**config.mk**
```make
export PLATFORM = sky130hd
export DESIGN_NAME = lbc_seq
export DESIGN_NICKNAME = d
export VERILOG_FILES = /design/src/hdl/lbc_pkg.sv /design/src/hdl/lbc_ctrl_if.sv /design/src/hdl/lbc_ctrl_mon.sv /design/src/hdl/lbc_seq.sv
export VERILOG_INCLUDE_DIRS = /design/src /design/src/hdl
export SDC_FILE = /design/constraint.sdc
export NUM_CORES = 1
export LEC_CHECK = 0
export ABC_AREA = 1
export BUFFER_PORTS_ARGS = -buffer_cell sky130_fd_sc_hd__clkbuf_2
export CAP_MARGIN = 20
export CORE_AREA = 2 2 132 134
export CTS_CLUSTER_SIZE = 28
export DETAILED_ROUTE_END_ITERATION = 12
export DIE_AREA = 0 0 134 136
export HOLD_SLACK_MARGIN = 0.05
export PLACE_DENSITY = 0.7
export SKIP_LAST_GASP = 1
export SLEW_MARGIN = 20
export SYNTH_ARGS = -nofsm -noshare
export SYNTH_HDL_FRONTEND = slang
export SYNTH_SLANG_ARGS = --single-unit
```
**constraint.sdc**
```tcl
create_clock -name clk_sys_i -period 18.2 [get_ports clk_sys_i]
set_clock_uncertainty 0.2 [all_clocks]
set_input_delay 1.82 -clock clk_sys_i [delete_from_list [all_inputs] [get_ports clk_sys_i]]
set_output_delay 1.82 -clock clk_sys_i [all_outputs]
set_load 0.05 [all_outputs]
```
**src/hdl/lbc_defines.svh**
```systemverilog
// Purpose: timing counts, reset values and fixed figures of the LED boost sequencer
// Assumes: 50 MHz system clock; the switching clock is a divided enable
// Notes:   the divide, max-on, step, half-limit and off counts are derived here from their times and the clock rate
`ifndef LBC_DEFINES_SVH
`define LBC_DEFINES_SVH

`define LBC_CLK_KHZ      50000
`define LBC_CLK_NS       20
`define LBC_SW_KHZ       1200
// nearest whole divide; 42 gives 1.19 MHz
`define LBC_SW_DIV       ((`LBC_CLK_KHZ + `LBC_SW_KHZ / 2) / `LBC_SW_KHZ)
`define LBC_SW_NS        (`LBC_SW_DIV * `LBC_CLK_NS)
`define LBC_DMAX_PCT     93
`define LBC_MAX_ON       ((`LBC_SW_DIV * `LBC_DMAX_PCT) / 100)
`define LBC_SS_STEPS     32
`define LBC_SS_STEP_US   213
`define LBC_SS_STEP_CYC  ((`LBC_SS_STEP_US * 1000 + `LBC_SW_NS - 1) / `LBC_SW_NS)
`define LBC_HALF_MS      5
`define LBC_HALF_CYC     ((`LBC_HALF_MS * 1000000 + `LBC_SW_NS - 1) / `LBC_SW_NS)
`define LBC_T_OFF_US     2500
`define LBC_OFF_CYC      ((`LBC_T_OFF_US * 1000 + `LBC_CLK_NS - 1) / `LBC_CLK_NS)
`define LBC_OL_DEBOUNCE  8
`define LBC_REF_FULL_MV  200
`define LBC_DUTY_WIN     4096
`define LBC_DUTY_FULL    256
`define LBC_DUTY_SHIFT   4
`define LBC_PROD_SHIFT   13

`endif

```
**src/hdl/lbc_pkg.sv**
```systemverilog
// Purpose: shared types of the LED boost sequencer
// Assumes: nothing
// Notes:   timing figures live in lbc_defines.svh
package lbc_pkg;
	typedef enum logic [1:0] {LBC_SHUT, LBC_RUN, LBC_HOLD, LBC_FAULT} lbc_mode_t;
endpackage

```
**src/hdl/lbc_ctrl_if.sv**
```systemverilog
// Purpose: carries the decoded control pin events from the pin monitor to the sequencer
// Assumes: one clock domain
// Notes:   en_req is a one-cycle pulse, off_req and duty are levels
`timescale 1ns/1ps
interface lbc_ctrl_if;
	logic       en_req;
	logic       off_req;
	logic [8:0] duty;
	modport mon (output en_req, output off_req, output duty);
	modport seq (input en_req, input off_req, input duty);
endinterface

```
**src/hdl/lbc_ctrl_mon.sv**
```systemverilog
// Purpose: synchronises the control pin, finds enable edges, long lows and the dimming duty
// Assumes: pin is asynchronous to clk_sys_i
// Notes:   duty is averaged over a fixed window, so it trails a duty change by one window
`timescale 1ns/1ps
`include "lbc_defines.svh"
module lbc_ctrl_mon #(
	parameter int unsigned OFF_CYC = `LBC_OFF_CYC
) (
	input  wire logic clk_sys_i,
	input  wire logic reset_i,
	input  wire logic ctrl_pin_i,
	lbc_ctrl_if.mon   ev
);
	typedef struct packed {
		logic        s1;
		logic        s2;
		logic        prev;
		logic [16:0] low_cnt;
		logic        off_req;
		logic        en_req;
		logic [11:0] win_cnt;
		logic [12:0] hi_cnt;
		logic [8:0]  duty;
	} lbc_mon_st_t;

	localparam logic [16:0] OFF_CNT = 17'(OFF_CYC);
	localparam logic [11:0] WIN_END = 12'(`LBC_DUTY_WIN - 1);

	lbc_mon_st_t st_r;
	lbc_mon_st_t st_nxt;

	// next state: edge, long-low timer and duty window
	always_comb
	begin
		st_nxt = st_r;
		st_nxt.s1 = ctrl_pin_i;
		st_nxt.s2 = st_r.s1;
		st_nxt.prev = st_r.s2;
		st_nxt.en_req = st_r.s2 & ~st_r.prev;
		// any high sample restarts the timer, so short lows never reach it
		if (st_r.s2)
		begin
			st_nxt.low_cnt = '0;
			st_nxt.off_req = 1'b0;
		end
		else if (st_r.low_cnt == OFF_CNT)
		begin
			st_nxt.off_req = 1'b1;
		end
		else
		begin
			st_nxt.low_cnt = st_r.low_cnt + 17'h0_001;
		end
		st_nxt.win_cnt = st_r.win_cnt + 12'h0_001;
		if (st_r.win_cnt == WIN_END)
		begin
			st_nxt.duty = 9'((st_r.hi_cnt + 13'(st_r.s2)) >> `LBC_DUTY_SHIFT);
			st_nxt.hi_cnt = '0;
		end
		else
		begin
			st_nxt.hi_cnt = st_r.hi_cnt + 13'(st_r.s2);
		end
	end

	// state register; duty starts at full scale
	always_ff @(posedge clk_sys_i)
	begin
		if (reset_i)
		begin
			st_r <= '{duty: 9'(`LBC_DUTY_FULL), default: '0};
		end
		else
		begin
			st_r <= st_nxt;
		end
	end

	assign ev.en_req = st_r.en_req;
	assign ev.off_req = st_r.off_req;
	assign ev.duty = st_r.duty;
endmodule

```
**src/hdl/lbc_seq.sv**
```systemverilog
// Purpose: enable, soft start, start-up current limit, open-LED latch and PWM gate of the boost
// Assumes: comparator inputs are asynchronous and pass two flip-flops first
// Notes:   reference is in mV with 1 mV resolution, so dimmed values truncate downward
`timescale 1ns/1ps
`include "lbc_defines.svh"
// Function
// - after enable, reference climbs from zero in 32 steps of 213 us each
// - half current limit for the first 5 ms after start
// - overvoltage and feedback-low for 8 switching cycles latch shutdown
// - feedback-low threshold is half the reference in force, dimmed included
// - after open-LED shutdown stay off until the pin goes low then high
// - undervoltage holds shutdown with the switch off
// - over-temperature turns off; clearing resumes by itself
// - pin low longer than 2.5 ms shuts down; shorter lows ignored
// - in shutdown the switch stays off and no pulses occur
// - while active, one PWM switch pulse starts every 1.2 MHz cycle
// - finished ramp reaches a 200 mV reference
// - pin rising edge while shut down enables the device
// - reference is scaled by the measured duty of the control pin
// - step duration counted in switching clock cycles
module lbc_seq #(
	parameter int unsigned OFF_CYC  = `LBC_OFF_CYC,
	parameter int unsigned HALF_CYC = `LBC_HALF_CYC
) (
	input  wire logic       clk_sys_i,
	input  wire logic       reset_i,
	input  wire logic       ctrl_pin_i,
	input  wire logic       sw_ovp_i,
	input  wire logic       fb_low_i,
	input  wire logic       uvlo_i,
	input  wire logic       over_temp_i,
	input  wire logic       cur_trip_i,
	output logic            switch_gate_o,
	output logic [7:0]      ref_mv_o,
	output logic [7:0]      fb_low_thresh_mv_o,
	output logic            ilim_half_o,
	output logic            active_o,
	output logic            open_led_fault_o
);
	// comparator sync bits: 4 ovp, 3 fb low, 2 uvlo, 1 over temp, 0 current trip
	typedef struct packed {
		logic [4:0]        sync1;
		logic [4:0]        sync2;
		lbc_pkg::lbc_mode_t mode;
		logic [5:0]        div;
		logic [5:0]        on_cnt;
		logic [5:0]        step;
		logic [8:0]        step_cnt;
		logic [12:0]       half_cnt;
		logic [2:0]        ol_cnt;
		logic              gate;
		logic [7:0]        ref_mv;
		logic [7:0]        thresh;
		logic              ilim_half;
		logic              active;
		logic              fault;
	} lbc_seq_st_t;

	localparam logic [5:0]  DIV_END  = 6'(`LBC_SW_DIV - 1);
	localparam logic [5:0]  MAX_ON   = 6'(`LBC_MAX_ON);
	localparam logic [5:0]  SS_STEPS = 6'(`LBC_SS_STEPS);
	localparam logic [8:0]  STEP_END = 9'(`LBC_SS_STEP_CYC - 1);
	localparam logic [12:0] HALF_END = 13'(HALF_CYC);
	localparam logic [2:0]  OL_LAST  = 3'(`LBC_OL_DEBOUNCE - 1);

	lbc_ctrl_if  ctrl ();
	lbc_seq_st_t st_r;
	lbc_seq_st_t st_nxt;
	logic        tick;
	logic        ovp_s;
	logic        fbl_s;
	logic        uv_s;
	logic        ot_s;
	logic        trip_s;
	logic        ol_hit;
	logic [21:0] prod;

	lbc_ctrl_mon #(
		.OFF_CYC (OFF_CYC)
	) u_mon (
		.clk_sys_i  (clk_sys_i),
		.reset_i    (reset_i),
		.ctrl_pin_i (ctrl_pin_i),
		.ev         (ctrl.mon)
	);

	// only the second sync stage is read by logic
	assign ovp_s = st_r.sync2[4];
	assign fbl_s = st_r.sync2[3];
	assign uv_s = st_r.sync2[2];
	assign ot_s = st_r.sync2[1];
	assign trip_s = st_r.sync2[0];
	assign tick = (st_r.div == DIV_END);
	assign ol_hit = ovp_s & fbl_s;
	// full scale times step fraction times duty fraction
	assign prod = 22'(`LBC_REF_FULL_MV) * 22'(st_r.step) * 22'(ctrl.duty);

	always_comb
	begin
		st_nxt = st_r;
		st_nxt.sync1 = {sw_ovp_i, fb_low_i, uvlo_i, over_temp_i, cur_trip_i};
		st_nxt.sync2 = st_r.sync1;
		// free-running divider: the switching clock is an enable
		st_nxt.div = tick ? 6'h00 : st_r.div + 6'h01;
		unique case (st_r.mode)
			lbc_pkg::LBC_SHUT:
			begin
				if (ctrl.en_req)
				begin
					st_nxt.mode = (uv_s | ot_s) ? lbc_pkg::LBC_HOLD : lbc_pkg::LBC_RUN;
				end
			end
			lbc_pkg::LBC_RUN:
			begin
				if (ctrl.off_req)
				begin
					st_nxt.mode = lbc_pkg::LBC_SHUT;
				end
				else if (uv_s | ot_s)
				begin
					st_nxt.mode = lbc_pkg::LBC_HOLD;
				end
				else if (tick)
				begin
					// debounce sampled once per switching cycle
					if (!ol_hit)
					begin
						st_nxt.ol_cnt = 3'h0;
					end
					else if (st_r.ol_cnt == OL_LAST)
					begin
						st_nxt.mode = lbc_pkg::LBC_FAULT;
					end
					else
					begin
						st_nxt.ol_cnt = st_r.ol_cnt + 3'h1;
					end
					if (st_r.step != SS_STEPS)
					begin
						st_nxt.step_cnt = (st_r.step_cnt == STEP_END) ? 9'h000 : st_r.step_cnt + 9'h001;
						if (st_r.step_cnt == STEP_END)
						begin
							st_nxt.step = st_r.step + 6'h01;
						end
					end
					if (st_r.half_cnt != HALF_END)
					begin
						st_nxt.half_cnt = st_r.half_cnt + 13'h0001;
					end
				end
			end
			lbc_pkg::LBC_HOLD:
			begin
				// a long low still wins, so a host that gave up is not restarted
				if (ctrl.off_req)
				begin
					st_nxt.mode = lbc_pkg::LBC_SHUT;
				end
				else if (!uv_s && !ot_s)
				begin
					st_nxt.mode = lbc_pkg::LBC_RUN;
				end
			end
			lbc_pkg::LBC_FAULT:
			begin
				// only a fresh rising edge leaves the latch
				if (ctrl.en_req)
				begin
					st_nxt.mode = (uv_s | ot_s) ? lbc_pkg::LBC_HOLD : lbc_pkg::LBC_RUN;
				end
			end
		endcase
		// any entry into run restarts the start-up sequence
		if (st_nxt.mode == lbc_pkg::LBC_RUN && st_r.mode != lbc_pkg::LBC_RUN)
		begin
			st_nxt.ol_cnt = 3'h0;
			st_nxt.step = 6'h00;
			st_nxt.step_cnt = 9'h000;
			st_nxt.half_cnt = 13'h0000;
		end
		// gate: on at each cycle start, off on current trip or max duty
		if (st_nxt.mode != lbc_pkg::LBC_RUN)
		begin
			st_nxt.gate = 1'b0;
			st_nxt.on_cnt = 6'h00;
		end
		else if (tick)
		begin
			st_nxt.gate = 1'b1;
			st_nxt.on_cnt = 6'h00;
		end
		else
		begin
			st_nxt.on_cnt = st_r.on_cnt + 6'h01;
			// on_cnt is 0 in the first on cycle, so MAX_ON - 1 is the last one allowed
			if (trip_s || st_r.on_cnt == MAX_ON - 6'h01)
			begin
				st_nxt.gate = 1'b0;
			end
		end
		st_nxt.ref_mv = (st_r.mode == lbc_pkg::LBC_RUN) ? prod[20:13] : 8'h00;
		st_nxt.thresh = st_nxt.ref_mv >> 1;
		st_nxt.ilim_half = (st_nxt.mode == lbc_pkg::LBC_RUN) && (st_nxt.half_cnt != HALF_END);
		// status outputs registered so no decode glitch reaches the pins
		st_nxt.active = (st_nxt.mode == lbc_pkg::LBC_RUN);
		st_nxt.fault = (st_nxt.mode == lbc_pkg::LBC_FAULT);
	end

	always_ff @(posedge clk_sys_i)
	begin
		if (reset_i)
		begin
			st_r <= '{mode: lbc_pkg::LBC_SHUT, default: '0};
		end
		else
		begin
			st_r <= st_nxt;
		end
	end

	assign switch_gate_o = st_r.gate;
	assign ref_mv_o = st_r.ref_mv;
	assign fb_low_thresh_mv_o = st_r.thresh;
	assign ilim_half_o = st_r.ilim_half;
	assign active_o = st_r.active;
	assign open_led_fault_o = st_r.fault;
endmodule

```
==> results of run 1 <==
## through the flow
stage / hold WS [ps] / std cells / total power (W) / worst slack [ps]
6_report: 186 / 1457 / 0.000640 / 11430
5_1_grt: 205 / 1457 / 0.000662 / 10980
4_1_cts: 191 / 1457 / 0.000645 / 11480
3_5_place_dp: 185 / 1425 / 0.000308 / 11520
3_3_place_gp: 181 / 1425 / 0.000307 / 11740
2_1_floorplan: 173 / 1216 / 0.000302 / 11900
## area by class of cell
class / instances / area share
clock buffers: 22 / 0.0495
clock inverters: 10 / 0.0115
inverters: 256 / 0.0983
multi-input cells: 795 / 0.547
flip-flops and latches: 123 / 0.252
well taps: 225 / 0.0288
repair buffers: 26 / 0.0133
## logic make-up (layout without fill, tap and decap cells)
kind of cell	count (synthesis)	count (layout)	synth area share
AO/OA/AOI/OAI	104	104	0.0652
XOR/XNOR	30	30	0.0291
flip-flops	123	123	0.273
other	1	1	0.000416
buffers and inverters	298	314	0.134
AND/OR/NAND/NOR	526	526	0.259
adder cells (fa/ha/maj)	134	134	0.238
## sequential cells by signal, indices dropped and copies added (netlist names)
name,count
switch_gate_o,1
ref_mv_o,8
ilim_half_o,1
open_led_fault_o,1
st_nxt,5
u_mon.st_nxt,2
u_mon.ev.en_req,1
u_mon.ev.duty,9
ovp_s,1
u_mon.st_r,43
st_r,47
active_o,1
u_mon.ev.off_req,1
ot_s,1
fbl_s,1
## final timing paths
kind,endpoint,cells past startpoint,slack (ps)
min,u_mon.ev.en_req,1,190
max,ref_mv_o[6],24,11430
min reg2reg,u_mon.ev.en_req,1,190
max reg2reg,ref_mv_o[6],24,11430
## Yosys cell counts, drive strengths merged, types with 2 or more instances
| cell | number |
|---|---|
| inv | 254 |
| nand2 | 233 |
| nor2 | 171 |
| dfxtp | 123 |
| ha | 71 |
| fa | 63 |
| nand3 | 60 |
| a21oi | 53 |
| o21ai | 30 |
| nor3 | 26 |
| buf | 23 |
| xor2 | 22 |
| clkbuf | 19 |
| nand4 | 19 |
| xnor2 | 8 |
| a211oi | 7 |
| nor3b | 7 |
| a21o | 5 |
| nand3b | 3 |
| a31oi | 2 |
| and3 | 2 |
| clkinv | 2 |
| nor4 | 2 |
## cells in the final DEF (no fill, tap or decap), drive strengths merged, types with 26 or more instances in the layout
master / Yosys / layout
a21oi: 53 / 53
clkbuf: 19 / 48
dfxtp: 123 / 123
fa: 63 / 63
ha: 71 / 71
inv: 254 / 255
nand2: 233 / 233
nand3: 60 / 60
nor2: 171 / 171
nor3: 26 / 26
o21ai: 30 / 30
## worst register-to-register path, cell delays in order, from the launching register on
cell and delay [ps]:
dfxtp_1 590, inv_1 90, ha_1 310, ha_1 290
ha_1 290, ha_1 350, nand2_1 90, nand2_1 70
a31oi_1 210, xor2_1 400, inv_1 190, nor2_1 150
fa_1 450, fa_1 530, fa_1 560, inv_1 60
fa_1 530, inv_1 40, ha_1 340, a21o_1 220
a21o_1 150, a221oi_1 310, nand3_1 120, nand2_1 70
nor2_1 50
## per-layer routing
metal | vias to the layer above | GRT usage | part of all wire | routed length [um]
li1 | 3718 | - | - | -
met4 | 0 | 0.0792 | 0.018 | 316
met2 | 163 | 0.329 | 0.46 | 8020
met1 | 3294 | 0.271 | 0.47 | 8260
met5 | - | 0 | 0 | 0
met3 | 22 | 0.0395 | 0.047 | 825
## power groups by stage
stage	combinational [W]	sequential [W]	clock, W
after floorplan	0.0000194	0.000283	0
final	0.0000254	0.000276	0.000338
after CTS	0.0000257	0.000276	0.000343
after detailed placement	0.0000255	0.000282	0
after global routing	0.0000292	0.000277	0.000356
after global placement	0.0000251	0.000282	0
==> impl_metrics.toml, run 1 <==
[floorplan]
die_h_um = 136
pin_count = 28
fp.dieArea_sq_mm = 0.0182
start_util = 0.534
fp.dieW_um = 134
num_rows = 48
core_area_sq_mm = 0.0169

[power]
ir_worst_vdd_mv = 0.0671
pwr-share-seq = 0.432
p_per_area_mw_per_mm2 = 65.5
internal-power_w = 0.000496
p_clk_frac = 0.528
p_leak_nw = 4.75
pwr-share-comb = 0.040
switching_share = 0.225
p_sw_w = 0.000144

[timing]
tightest_slew_ps = 832
hold_viol_final = 0
worst_slew_margin_rel = 0.445
tns_ps = 0
max_freq_mhz = 148
setup_violations = 0
period_share = 0.372
grt_setup_unrepaired = "false"
slew_viol_final = 0
min_period_ps = 6770

[layout]
antenna_cells = 0
multi_input_area_sq_mm = 0.00534
final_cell_area_sq_mm = 0.00977
fin_util = 0.579
syn2layout_area_growth_pct = 8.42
finalNetCount = 1361
n_fill_cell = 1552
regArea_sq_mm = 0.00246
drive_above_1_share = 0.0795

[placement]
port_buffers = 26
globalplace.congestion = 0.899
placed_area_sq_mm = 0.00918
dp_hpwl_um = 13300

[worst_setup_path]
crit_start = "st_r[47]"
regToRegStartpoint = "st_r[47]"
crit_path_max_incr_delay_ps = 590
crit_chain = "inv_1 -> ha_1 -> ha_1 -> ha_1 -> ha_1 -> nand2_1 -> nand2_1 -> a31oi_1 -> xor2_1 -> inv_1 -> nor2_1 -> fa_1 -> fa_1 -> fa_1 -> inv_1 -> fa_1 -> inv_1 -> ha_1 -> a21o_1 -> a21o_1 -> a221oi_1 -> nand3_1 -> nand2_1 -> nor2_1"
path_delay_family = "adder cells"
crit_type = "register to register"
slowest_stage = "dfxtp_1"
worstPathMaxFanout = 13
required_ps = 18310
crit_top_cell = "ha_1"
worstSetupEndpointType = "register"
start_kind = "register"
path_buf_inv = 4
cp.arrival_ps = 6880

[logic_synthesis]
yosys_register_bits = 123
synth_cell_types = 52
synth.top_cells.by_area = "dfxtp_1 27%, fa_1 14%, inv_1 10%, ha_1 9.9%, nand2_1 9.3%"
ys.warnings.count = 0
ys_async_sr_fraction = 0
synth-edff-count = 0
yosysTopAreaCell = "dfxtp_1"
synthCells = 1216
yosysSeqAreaShare = 0.273
synth_area_per_cell_sq_um = 7.41
synth_nets = 1358
synth_top_area_frac = 0.273
synth_area_sq_mm = 0.00901
ys.flop_type = "dfxtp_1"

[global_routing]
grt_pass1_wl_um = 30300
grt_pass1_vias = 6764
grt_max_degree = 39
grt_overflow = 0
grt_usage = 0.204
antenna_found_initial = 0

[clocking]
cts_buffers = 17
cts_tree = "done"
postCtsResizedCells = 0
clock_sinks = 123
ctsHoldBuffers = 0
htree_levels = 4
clk_pin_slew_ps = 60
root_buffer = "clkbuf_16"
clockBufferDepth = 2
postCtsSetupRepairBufs = 0
clock_latency_ps = 420

[run_status]
status = "completed"

[route]
vias_per_cell = 4.94
avgRoutedWirePerCell_um = 12.0
vias = 7197
drtIter0Drc = 537
routed_wl_um = 17400
first_pass_iters = 5
antenna_left = 0
drc = 0

[job]
cap_violations = 0

[min_path]
hold_start = "u_mon.st_r[53]"
hold_path.class = "register to register"
Note: power is estimated with default switching activity, not from simulation.
==> inputs of run 2 (changes only) <==
Settings changed: PLACE_DENSITY 0.7 to 0.73.
Clock period 18.2 ns to 5.5 ns, I/O delays scaled along.
==> run 2 against run 1 <==
The flow now finishes with violations (negative setup slack). First-iteration DRC count decreased by 14%. Critical endpoint is now ref_mv_o[7]. Largest power group unchanged. Combinational power grew to 3.3 times the previous value. Critical path depth is 2 higher. Hold slack got worse by 71 ps. Cell count rose by 4.0%. Wire length increased by 7.2%. Worst setup slack worse by 12000 ps.
==> impl_metrics.toml, run 2 (synthesized netlist as in run 1, its figures left out) <==
[timing]
slew_viol_final = 0
hold_ws_ps = 114
grt_setup_unrepaired = "true"
max_freq_mhz = 175
setup_violations = 8
worst_slew_margin_rel = 0.491
hold_viol_final = 0
min_period_ps = 5720
tightest_slew_ps = 760
period_share = 1.04
setup_slack_ps = -216

[layout]
antenna_cells = 0
drive_above_1_share = 0.193
fin_util = 0.637
n_fill_cell = 1447
layout_common_cells = "233 x inv_1, 208 x nand2_1, 151 x nor2_1, 118 x dfxtp_1, 61 x fa_1"
layout_commonest_cell = "inv_1"
fin_cells = 1516
largest_reg_flops = 47
final_cell_area_sq_mm = 0.0107
syn2layout_area_growth_pct = 19.2
finalNetCount = 1420
top_register = "st_r"

[placement]
globalplace.congestion = 0.897
placed_cells = 1473
placed_area_sq_mm = 0.00976
dp_hpwl_um = 13700
port_buffers = 26

[route]
routed_wl_um = 18700
avgRoutedWirePerCell_um = 12.3
drtIter0Drc = 463
first_pass_iters = 5
vias_per_cell = 4.95
vias = 7509
drc = 0
antenna_left = 0

[global_routing]
grt_pass1_vias = 7421
grt_pass1_wl_um = 32500
antenna_found_initial = 0
grt_usage = 0.218
grt_max_degree = 39
grt_overflow = 0

[clocking]
root_buffer = "clkbuf_16"
cts_tree = "done"
cts_buffers = 17
htree_levels = 4
clock_sinks = 123
clk_pin_slew_ps = 60
clockBufferDepth = 2
clock_latency_ps = 420
ctsHoldBuffers = 0

[worst_setup_path]
required_ps = 5610
crit_path_max_incr_delay_ps = 570
path_delay_family = "adder cells"
path_buf_inv = 5
crit_top_cell = "fa_1"
cp.arrival_ps = 5830
start_kind = "register"
worstPathMaxFanout = 6
slowest_stage = "fa_1"
worstSetupEndpointType = "register"
crit_type = "register to register"

[run_status]
violations = "negative setup slack"
status = "finished with violations"

[power]
p_leak_nw = 5.02
p_per_area_mw_per_mm2 = 193
ir_worst_vdd_mv = 0.226
finalPower_w = 0.00207

[floorplan]
die_h_um = 136
start_util = 0.534
num_rows = 48
fp.dieArea_sq_mm = 0.0182
fp.dieW_um = 134
pin_count = 28
core_area_sq_mm = 0.0169

[min_path]
hold_path.class = "input port to register"

[job]
cap_violations = 0
[run 2: changes by cell type in the layout (fill, tap and decap cells not counted), sizes merged]
| cell | before | now |
|---|---|---|
| clkbuf | 48 | 44 |
| clkinv | 7 | 6 |
| buf | 0 | 59 |
| bufinv | 2 | 0 |
| inv | 255 | 262 |
[run 2: report_power, final]
| part | total, W | internal [W] | switching [W] | leakage, nW |
|---|---|---|---|---|
| sequential | 0.000913 | 0.000904 | 0.00000893 | 0.999 |
| clock | 0.00107 | 0.000606 | 0.000468 | 0.276 |
| combinational | 0.0000845 | 0.0000230 | 0.0000615 | 3.75 |
| total | 0.00207 | 0.00153 | 0.000538 | 5.02 |
[run 2: final timing paths]
path / from / endpoint / slack [ps] / depth (start not counted)
setup / recovery: st_r[47] / ref_mv_o[7] / -220 / 26
hold / removal: over_temp_i / st_nxt[66] / 110 / 3
setup reg to reg: st_r[47] / ref_mv_o[7] / -220 / 26
hold reg to reg: u_mon.st_r[53] / u_mon.ev.en_req / 200 / 1
[run 2: stage by stage]
stage / setup TNS [ps] / setup WS, ps
floorplan: -0.635 / -0.635
global placement: -1140 / -333
detailed placement: -1800 / -427
CTS: -390 / -117
global route: -3190 / -443
finish: -1350 / -216
[run 2: final cells by class]
class / count / area [sq um] / area share
Multi-Input combinational cell: 795 / 5850 / 0.544
Sequential cell: 123 / 2470 / 0.230
Tap cell: 225 / 282 / 0.0262
Inverter: 256 / 973 / 0.0906
Timing Repair Buffer: 85 / 601 / 0.0559
Clock buffer: 18 / 439 / 0.0409
Clock inverter: 14 / 126 / 0.0118
[run 2: worst reg2reg max path: stages (launching register included)]
cell and delay (ps):
dfxtp_4 360, buf_12 120, ha_4 210, xor2_1 160, ha_1 330, fa_2 360, nand2_2 100, nand3_2 80
nand2_2 100, xor2_2 150, buf_6 160, nand2_1 80, fa_1 570, inv_1 50, fa_1 460, fa_1 490
inv_1 50, fa_1 510, inv_2 40, ha_4 220, a21o_1 210, a21oi_2 170, o21ai_2 80, a21oi_4 130
nand3_1 90, nand2_1 80, nor2_1 50
[run 2: what timing repair did]
action | CTS | global route
gates resized for setup | 56 | 15
buffers inserted | 7 | 5
setup endpoints to repair | 8 | 8
pin swaps | 43 | 16
[run 2: metal layers]
| metal | part of all wire | GRT usage | up-vias |
|---|---|---|---|
| met5 | 0 | 0 | - |
| li1 | - | - | 3839 |
| met2 | 0.48 | 0.377 | 134 |
| met4 | 0.018 | 0.0709 | 0 |
| met1 | 0.46 | 0.274 | 3507 |
| met3 | 0.040 | 0.0444 | 29 |
==> inputs of run 3 (changes only) <==
==> constraint.sdc (replaced) <==
create_clock -name clk_sys_i -period 5.5 [get_ports clk_sys_i]
set_clock_uncertainty 0.2 [all_clocks]
set_input_delay 1.1 -clock clk_sys_i [delete_from_list [all_inputs] [get_ports clk_sys_i]]
set_output_delay 1.1 -clock clk_sys_i [all_outputs]
set_load 0.05 [all_outputs]
==> run 3 against run 2 <==
The run still ends with negative setup slack left. Via count up 0.12%. Utilization is essentially flat. Sequential share of layout area about the same. Worst setup slack gained 16 ps. Cell count shrank 0.20%. Critical endpoint unchanged. Largest power group unchanged.
==> impl_metrics.toml, run 3 (synthesized netlist as in run 1, its figures left out) <==
[worst_setup_path]
start_kind = "register"
slowest_stage = "fa_1"
worstSetupEndpointType = "register"
crit_path_max_incr_delay_ps = 490
regToRegStartpoint = "st_r[47]"
worstPathMaxFanout = 5
crit_start = "st_r[47]"
required_ps = 5610
crit_top_cell = "ha_4"
crit_type = "register to register"
cp.arrival_ps = 5810

[global_routing]
antenna_found_initial = 0
grt_usage = 0.219
grt_pass1_wl_um = 32600
grt_max_degree = 25
grt_pass1_vias = 7400
grt_overflow = 0

[clocking]
clk_pin_slew_ps = 60
clock_latency_ps = 420
cts_buffers = 17
htree_levels = 4
clock_sinks = 123
root_buffer = "clkbuf_16"
cts_tree = "done"
clockBufferDepth = 2

[layout]
finalNetCount = 1417
antenna_cells = 0
layout_common_cells = "230 x inv_1, 209 x nand2_1, 149 x nor2_1, 118 x dfxtp_1, 61 x fa_1"
fin_util = 0.637
drive_above_1_share = 0.193
syn2layout_area_growth_pct = 19.2
largest_reg_flops = 47
layout_commonest_cell = "inv_1"
fin_cells = 1513
top_register = "st_r"

[timing]
max_freq_mhz = 175
tightest_slew_ps = 726
worst_slew_margin_rel = 0.514
hold_viol_final = 0
tns_ps = -1330
setup_violations = 8
setup_slack_ps = -200
grt_setup_unrepaired = "true"
period_share = 1.04
min_period_ps = 5700
slew_viol_final = 0

[route]
drtIter0Drc = 416
vias_per_cell = 4.97
routed_wl_um = 18900
avgRoutedWirePerCell_um = 12.5
antenna_left = 0
drc = 0
vias = 7518
first_pass_iters = 5

[power]
p_per_area_mw_per_mm2 = 197
internal-power_w = 0.00160
pwr-share-comb = 0.040
p_leak_nw = 4.99
p_clk_frac = 0.529
pwr-share-seq = 0.431
switching_share = 0.243
finalPower_w = 0.00212
p_sw_w = 0.000514
ir_worst_vdd_mv = 0.254

[floorplan]
fp.dieArea_sq_mm = 0.0182
die_h_um = 136
start_util = 0.534
fp.dieW_um = 134
pin_count = 28
core_area_sq_mm = 0.0169
num_rows = 48

[min_path]
hold_path.class = "register to register"
hold_start = "u_mon.st_r[53]"

[placement]
port_buffers = 26
placed_cells = 1473
post-place-ws_ps = -384
globalplace.congestion = 0.892
dp_hpwl_um = 13800

[run_status]
status = "finished with violations"
violations = "negative setup slack"

[job]
cap_violations = 0
## run 3: layout make-up
cell class | count | area, sq um
fill | 1420 | 6130
multi-input combinational | 795 | 5870
sequential | 123 | 2470
inverter | 256 | 973
timing repair buffer | 82 | 558
clock buffer | 18 | 429
tap | 225 | 282
clock inverter | 14 | 160
## run 3: critical path: cells and delay by family (launching register included)
kind	cells	cell delay (ps)
adders and majority gates	9	3100
xor gates and xnor gates	1	240
AOI/OAI and AO/OA	5	720
buffers and inverters	5	540
DFF	1	370
and+or+nand+nor	6	410
## run 3: through the flow
step / cell area, sq um / hold slack (ps)
6_report: 10700 / 199
3_3_place_gp: 9760 / 190
4_1_cts: 10600 / 203
2_1_floorplan: 9260 / 173
3_5_place_dp: 9760 / 194
5_1_grt: 10700 / 203
## run 3: metal layers
metal	wire length, um	global-route usage	vias up	part of all wire
li1	-	-	3836	-
met1	8620	0.276	3509	0.46
met2	9150	0.376	141	0.48
met3	725	0.0388	32	0.038
met4	398	0.0792	0	0.021
met5	0	0	-	0
## run 3: worst paths after layout
kind	end	slack [ps]	depth (start not counted)
setup / recovery	ref_mv_o[7]	-200	26
hold / removal	u_mon.ev.en_req	200	1
setup reg to reg	ref_mv_o[7]	-200	26
hold reg to reg	u_mon.ev.en_req	200	1
## run 3: power by group through the flow
stage	Combinational, W	Sequential (W)	Clock (W)
2_1_floorplan	0.0000641	0.000937	0
3_3_place_gp	0.0000834	0.000933	0
3_5_place_dp	0.0000847	0.000933	0
4_1_cts	0.0000855	0.000913	0.00114
5_1_grt	0.0000964	0.000914	0.00118
6_report	0.0000841	0.000913	0.00112
## run 3: what timing repair did
action,4_1_cts,5_1_grt
resized for setup,42,32
endpoints found under the setup margin,8,8
endpoints found under the hold margin,0,0
pin swaps,33,24
setup buffers,6,2
hold buffers,0,0
